===== config.mk =====
export PLATFORM = sky130hd
export DESIGN_NAME = fasm_map
export DESIGN_NICKNAME = d
export VERILOG_FILES = /design/src/fasm_pkg.sv /design/src/fasm_map.sv
export SDC_FILE = /design/constraint.sdc
export NUM_CORES = 1
export LEC_CHECK = 0
export BUFFER_PORTS_ARGS = -buffer_cell sky130_fd_sc_hd__buf_2
export CORE_MARGIN = 4
export CORE_UTILIZATION = 39
export DETAILED_ROUTE_END_ITERATION = 8
export GPL_ROUTABILITY_DRIVEN = 0
export PLACE_DENSITY = 0.73
export RECOVER_POWER = 25
export SKIP_LAST_GASP = 1
export SLEW_MARGIN = 20
export SYNTH_ARGS = -nofsm -noshare
export SYNTH_HDL_FRONTEND = slang
export SYNTH_SLANG_ARGS = --single-unit

===== constraint.sdc =====
create_clock -name clk_sys -period 0.81 [get_ports clk_sys]
set_input_delay 0.0405 -clock clk_sys [delete_from_list [all_inputs] [get_ports clk_sys]]
set_output_delay 0.0405 -clock clk_sys [all_outputs]
set_load 0.005 [all_outputs]

===== src/fasm_pkg.sv =====
// Constants and types for the flash address space map.
package fasm_pkg;
  // Address and main array geometry.
  localparam int          ADDR_W       = 24;
  localparam int          SECT_LSB     = 12;
  localparam int          SECT_W       = 11;
  localparam int          SECT_DEFAULT = 512;
  // Security region geometry: region n sits at n * 1000h, 256 bytes long.
  localparam int          REG_LSB      = 12;
  localparam int          REG_W        = 2;
  localparam int          REG_COUNT    = 4;
  localparam int          REG_BYTE_W   = 8;
  // Opcode that selects the discovery space.
  localparam logic [7:0]  OP_DISCOVERY = 8'h5a;
  // Discovery space layout, byte offsets.
  localparam logic [7:0]  SIG_0        = 8'h53;
  localparam logic [7:0]  SIG_1        = 8'h46;
  localparam logic [7:0]  SIG_2        = 8'h44;
  localparam logic [7:0]  SIG_3        = 8'h50;
  localparam logic [7:0]  HDR_MINOR    = 8'h06;
  localparam logic [7:0]  HDR_MAJOR    = 8'h01;
  localparam logic [7:0]  HDR_NPH      = 8'h01;
  localparam logic [7:0]  TBL_LEN      = 8'h04;
  localparam logic [7:0]  PARAM_START  = 8'h80;
  localparam logic [7:0]  BASIC_START  = 8'h90;
  localparam logic [7:0]  MAP_START    = 8'hb0;
  localparam logic [7:0]  PARAM_END    = 8'hbf;
  localparam logic [7:0]  RSVD_START   = 8'hc0;
  localparam logic [7:0]  RSVD_END     = 8'hf7;
  localparam logic [7:0]  UID_START    = 8'hf8;
  localparam logic [7:0]  FILL_BYTE    = 8'hff;
  localparam logic [7:0]  ID_BASIC     = 8'h00;
  localparam logic [7:0]  ID_MAP       = 8'h81;
  // Arbitrary unique identifier default, not tied to any real part.
  localparam logic [63:0] UID_DEFAULT  = 64'h0123_4567_89ab_cdef;
  // Reset values.
  localparam logic [7:0]  DATA_RESET   = 8'h00;
  // Address space selected by a request.
  typedef enum logic [1:0] {
    FASM_MAIN = 2'h0,
    FASM_SEC  = 2'h1,
    FASM_DISC = 2'h3
  } fasm_space_type;
  // Kind of access.
  typedef enum logic [1:0] {
    FASM_READ  = 2'h0,
    FASM_PROG  = 2'h1,
    FASM_ERASE = 2'h3
  } fasm_op_type;
endpackage


===== src/fasm_map.sv =====
// Address decoder and discovery content for the flash address spaces.
`timescale 1ns/1ps
`default_nettype none
// Notes on behaviour
// - Main array erases in uniform 4-kbyte sectors, the smallest erase unit.
// - Sector index comes from address bits above 11; 512, 1024 or 2048 sectors.
// - Four 256-byte security regions sit at n times 1000h.
// - A set lock bit stops any erase or program of its region while it stays set.
// - Region 0 holds the discovery data, same bytes as the discovery read.
// - Regions 1 to 3 erase, program and lock on their own.
// - Opcode 5Ah reads the discovery space instead of the main array.
// - Discovery space is read-only; host erase or program changes nothing.
// - Discovery space opens with a header giving revision and table pointers.
// - Physical order is header, basic table, sector map.
// - One mandatory basic flash table, pointed to by the header.
// - Parameter data starts at byte 80h; defined space ends at BFh.
// - Bytes C0h to F7h are reserved with no defined content.
// - Bytes F8h to FFh return an eight-byte unique identifier.
// - Every separate space takes a full 24-bit address.
// - Header bytes 0 to 3 return 53h, 46h, 44h, 50h.
module fasm_map #(
  parameter int          SECTOR_COUNT = fasm_pkg::SECT_DEFAULT,
  parameter logic [63:0] UNIQUE_ID    = fasm_pkg::UID_DEFAULT
) (
  input  wire logic                        clk_sys,
  input  wire logic                        resetn,
  input  wire logic                        req_valid,
  input  wire logic [7:0]                  req_opcode,
  input  wire logic                        req_security,
  input  wire fasm_pkg::fasm_op_type       req_op,
  input  wire logic [fasm_pkg::ADDR_W-1:0] req_addr,
  input  wire logic [fasm_pkg::REG_COUNT-1:0] lock_bits,
  output logic                             rsp_valid,
  output fasm_pkg::fasm_space_type         rsp_space,
  output logic [fasm_pkg::SECT_W-1:0]      rsp_sector,
  output logic                             rsp_region_hit,
  output logic [fasm_pkg::REG_W-1:0]       rsp_region,
  output logic [fasm_pkg::ADDR_W-1:0]      rsp_base,
  output logic                             rsp_allow,
  output logic [7:0]                       rsp_data
);

  // Discovery content lookup; shared by the discovery read and region 0.
  function automatic logic [7:0] disc_byte(input logic [fasm_pkg::ADDR_W-1:0] a);
    logic [7:0] lo;
    logic [7:0] r;
    lo = a[7:0];
    r  = fasm_pkg::FILL_BYTE;
    if (a[fasm_pkg::ADDR_W-1:8] != '0) begin
      r = fasm_pkg::FILL_BYTE;
    end else if (lo >= fasm_pkg::UID_START) begin
      r = UNIQUE_ID[8*lo[2:0] +: 8];
    end else if (lo >= fasm_pkg::RSVD_START) begin
      r = fasm_pkg::FILL_BYTE;
    end else begin
      case (lo)
        8'h00: r = fasm_pkg::SIG_0;
        8'h01: r = fasm_pkg::SIG_1;
        8'h02: r = fasm_pkg::SIG_2;
        8'h03: r = fasm_pkg::SIG_3;
        8'h04: r = fasm_pkg::HDR_MINOR;
        8'h05: r = fasm_pkg::HDR_MAJOR;
        8'h06: r = fasm_pkg::HDR_NPH;
        8'h08: r = fasm_pkg::ID_BASIC;
        8'h09: r = fasm_pkg::HDR_MINOR;
        8'h0a: r = fasm_pkg::HDR_MAJOR;
        8'h0b: r = fasm_pkg::TBL_LEN;
        8'h0c: r = fasm_pkg::BASIC_START;
        8'h10: r = fasm_pkg::ID_MAP;
        8'h11: r = fasm_pkg::HDR_MINOR;
        8'h12: r = fasm_pkg::HDR_MAJOR;
        8'h13: r = fasm_pkg::TBL_LEN;
        8'h14: r = fasm_pkg::MAP_START;
        fasm_pkg::PARAM_START: r = fasm_pkg::HDR_MAJOR;
        fasm_pkg::PARAM_END:   r = fasm_pkg::FILL_BYTE;
        default: r = fasm_pkg::FILL_BYTE;
      endcase
    end
    return r;
  endfunction

  // Region decode: hit when the address lies in the first 256 bytes of
  // one of the first four 4-kbyte blocks.
  function automatic logic region_hit(input logic [fasm_pkg::ADDR_W-1:0] a);
    return (a[fasm_pkg::ADDR_W-1:fasm_pkg::REG_LSB+fasm_pkg::REG_W] == '0) &&
           (a[fasm_pkg::REG_LSB-1:fasm_pkg::REG_BYTE_W] == '0);
  endfunction

  // Sector mask wraps addresses above the fitted density, as a flash does.
  localparam logic [fasm_pkg::SECT_W-1:0] SECT_MASK =
    fasm_pkg::SECT_W'(SECTOR_COUNT - 1);

  // Request decode.
  wire logic is_disc = (req_opcode == fasm_pkg::OP_DISCOVERY);
  wire fasm_pkg::fasm_space_type space_d =
    is_disc ? fasm_pkg::FASM_DISC :
    (req_security ? fasm_pkg::FASM_SEC : fasm_pkg::FASM_MAIN);
  wire logic [fasm_pkg::SECT_W-1:0] sector_d =
    req_addr[fasm_pkg::SECT_LSB +: fasm_pkg::SECT_W] & SECT_MASK;
  wire logic                       hit_d    = region_hit(req_addr);
  wire logic [fasm_pkg::REG_W-1:0] region_d = req_addr[fasm_pkg::REG_LSB +: fasm_pkg::REG_W];
  wire logic is_write = (req_op != fasm_pkg::FASM_READ);

  // Erase and program base: a sector start for the main array, a region
  // start for a security region.
  wire logic [fasm_pkg::ADDR_W-1:0] base_d =
    (space_d == fasm_pkg::FASM_MAIN) ?
      {1'b0, sector_d, 12'h000} :
      {10'h000, region_d, 12'h000};

  // Write permission. Region 0 is factory data and never writable, so the
  // discovery content cannot drift from what region 0 returns.
  wire logic sec_ok = hit_d && (region_d != '0) && !lock_bits[region_d];
  wire logic allow_d =
    (space_d == fasm_pkg::FASM_MAIN) ? 1'b1 :
    (space_d == fasm_pkg::FASM_SEC)  ? sec_ok : 1'b0;

  // Read data: discovery space and region 0 share one lookup.
  wire logic [7:0] data_d =
    ((space_d == fasm_pkg::FASM_DISC) ||
     ((space_d == fasm_pkg::FASM_SEC) && hit_d && (region_d == '0))) ?
      disc_byte(req_addr) : fasm_pkg::FILL_BYTE;

  // Response registers; one cycle of latency, no stalls.
  always_ff @(posedge clk_sys or negedge resetn) begin
    if (!resetn) begin
      rsp_valid      <= 1'b0;
      rsp_space      <= fasm_pkg::FASM_MAIN;
      rsp_sector     <= '0;
      rsp_region_hit <= 1'b0;
      rsp_region     <= '0;
      rsp_base       <= '0;
      rsp_allow      <= 1'b0;
      rsp_data       <= fasm_pkg::DATA_RESET;
    end else begin
      rsp_valid      <= req_valid;
      rsp_space      <= space_d;
      rsp_sector     <= sector_d;
      rsp_region_hit <= hit_d;
      rsp_region     <= region_d;
      rsp_base       <= base_d;
      rsp_allow      <= allow_d && is_write && req_valid;
      rsp_data       <= data_d;
    end
  end
endmodule
`default_nettype wire


==> impl_metrics.yaml <==
worst_setup_path:
  path_cells: "buf_6, nor4_4, nand4_4, buf_4, nor3_4, o2111ai_1"
  critical_path.max_fanout: 3
  cp-start-kind: "input port"
  crit_start: "req_addr[9]"
  worst_path_largest_cell_delay_ps: 330
  path_delay_family: "simple AND/OR/NAND/NOR gates"
  path_class: "in2reg"
  worstPathRequired_ps: 940
  cp_slowest_cell: "nor4_4"
  cp-end-kind: "flop"
  path_buf_inv: 2
  critPathArrivalTime_ps: 1120
power:
  total_power_mw: 3.31
  p_leak_nw: 1.11
  ir_worst_vdd_mv: 0.683
  p_per_area_mw_per_mm2: 1400
final_layout:
  layout-drive-gt1-share: 0.527
  regArea_um2: 726
  fill_cells: 298
  nets: 287
  fin_util: 0.630
  layoutNonFillerInstCount: 293
  multi_input_comb_area_um2: 727
  final_cell_area_mm2: 0.00236
  num_antenna_cells: 0
  area_growth_pct: 52.9
placement:
  place_area_mm2: 0.00208
  dpl_worst_slack_ps: -464
  dp_hpwl_um: 2900
  port_buffers: 73
  dp.cells: 275
clock_network:
  cts_tree: "built"
  cts.root.buffer_cell: "clkbuf_8"
  cts_sinks: 29
  h-tree-depth: 2
  cts_buffer_depth: 2
  cts_made_buffers: 5
  path_clk_slew_ps: 50
yosys:
  synthFlopType: "dfrtp_1"
  synth_edf_count: 0
  postSynthAreaPerCell_um2: 11.4
  syn_inst: 135
  synth-seq-cells: 29
  async_flop_share: 1.00
  syn_area_mm2: 0.00154
  ys_warn_count: 0
  synthDistinctLibCells: 40
  seq_area_frac_synth: 0.471
floorplanning:
  start_util: 0.412
  ios: 92
  die_y_um: 70.9
  fp.dieArea_mm2: 0.00502
  dieWidth_um: 70.9
  rows: 22
  core_mm2: 0.00374
timing:
  tns_ps: -1500
  min_period_ps: 991
  setup_violations: 16
  hold_ws_ps: 43.2
  grt_setup_unrepaired: "true"
  fmaxAchievable_mhz: 1010
  fin_crit_sh: 1.22
  hold_violations: 0
  drv_slew: 0
  fin_ws_ps: -181
global_routing:
  grt_pass1_wl_um: 6190
  grt.total_usage: 0.160
  grt.overflow.total: 0
  grt_pass1_vias: 1276
  grt_max_degree: 30
  antenna_found_initial: 0
detailed_routing:
  routedWlPerCell_um: 13.5
  drc_errors: 0
  drtPass1Iterations: 4
  drtIter0Drc: 39
  dr_total_vias: 1341
  via_per_inst: 4.58
  ant_nets: 0
  totalWireLength_um: 3950
status:
  violations: "setup timing"
  outcome: "finished with violations"
flow_run:
  maxCapViolCount: 0
worst_hold_path:
  hold_path_class: "in2reg"
  hp-start: "req_addr[17]"
-- metal layers --
metal,vias up,share of wire,track usage
li1,663,-,-
met1,613,0.37,0.178
met2,60,0.53,0.277
met3,5,0.078,0.0440
met4,0,0.022,0.0814
met5,-,0,0
-- logic make-up after synthesis --
| logic type | Yosys count | share of synthesized area |
|---|---|---|
| multiplexers | 4 | 0.0260 |
| XOR/XNOR | 2 | 0.0114 |
| flip-flops | 29 | 0.471 |
| AO/OA/AOI/OAI | 26 | 0.138 |
| buffers and inverters | 30 | 0.134 |
| AND/OR/NAND/NOR | 43 | 0.218 |
| other | 1 | 0.00243 |
-- registers in the layout (all words and copies together), names as in the netlist --
name,count
rsp_space,2
rsp_data,8
rsp_allow,1
rsp_valid,1
rsp_sector,8
rsp_base,7
rsp_region,1
rsp_region_hit,1
-- layout by cell type (no fill, tap or decap), types with 2 or more instances in the layout --
cell	synthesis	routed
a21oi_1	5	5
a31oi_1	2	2
and2_1	7	6
and4bb_2	0	2
buf_2	3	62
buf_4	24	30
buf_6	0	10
clkbuf_1	0	4
clkbuf_8	0	6
conb_1	1	17
dfrtp_1	29	29
dlygate4sd3_1	0	8
inv_1	3	3
mux2i_1	4	4
nand2_1	3	3
nand3_1	3	3
nand3b_1	2	2
nor2_1	4	3
nor2b_1	2	2
nor3_2	3	3
nor3b_1	3	2
nor4_4	2	4
o2111ai_1	5	5
o211ai_1	2	2
o21ai_0	4	4
xor2_1	2	2
-- Yosys cell counts, types with 2 or more instances --
cell | count | area share
nor2_1 | 4 | 0.0097
nor3_2 | 3 | 0.019
o211ai_1 | 2 | 0.0097
nor4_2 | 2 | 0.016
dfrtp_1 | 29 | 0.47
and2_1 | 7 | 0.028
xor2_1 | 2 | 0.011
a21oi_1 | 5 | 0.016
and4bb_1 | 2 | 0.016
nor3_1 | 2 | 0.0065
nor2b_1 | 2 | 0.0081
nand3_1 | 3 | 0.0097
mux2i_1 | 4 | 0.026
inv_1 | 3 | 0.0073
buf_2 | 3 | 0.0097
buf_4 | 24 | 0.12
nor4_4 | 2 | 0.028
nand2_1 | 3 | 0.0073
a31oi_1 | 2 | 0.0081
o21ai_0 | 4 | 0.013
o2111ai_1 | 5 | 0.028
nand3b_1 | 2 | 0.0097
nor3b_1 | 3 | 0.015
-- final cells by class --
type / count / share of cell area
timing repair buffer: 114 / 0.317
sequential: 29 / 0.308
clock buffer: 7 / 0.0366
multi-input combinational: 92 / 0.308
inverter: 3 / 0.00478
tap: 48 / 0.0255
-- path summary, 6_finish.rpt --
kind | to | slack, ps | cells after the start
worst max-delay path | rsp_data[3] | -180 | 6
worst min-delay path | rsp_sector[5] | 40 | 2
max in group asynchronous | rsp_data[6] | 210 | 3
min in group asynchronous | rsp_allow | 330 | 3
-- where the power goes --
part / internal [mW] / total [mW] / switching (mW) / leakage (nW)
registers: 1.50 / 1.51 / 0.0131 / 0.330
logic: 0.331 / 0.641 / 0.310 / 0.733
clock network: 0.671 / 1.16 / 0.488 / 0.0443
total: 2.50 / 3.31 / 0.811 / 1.11
-- what timing repair did --
item | in CTS | in global routing
endpoints found under the setup margin | 24 | 43
resized for setup | 9 | 14
hold buffers | 7 | 1
buffers inserted | 0 | 3
pin swaps | 8 | 7
endpoints found under the hold margin | 37 | 1
No activity file was read; power rests on OpenSTA's default activity.
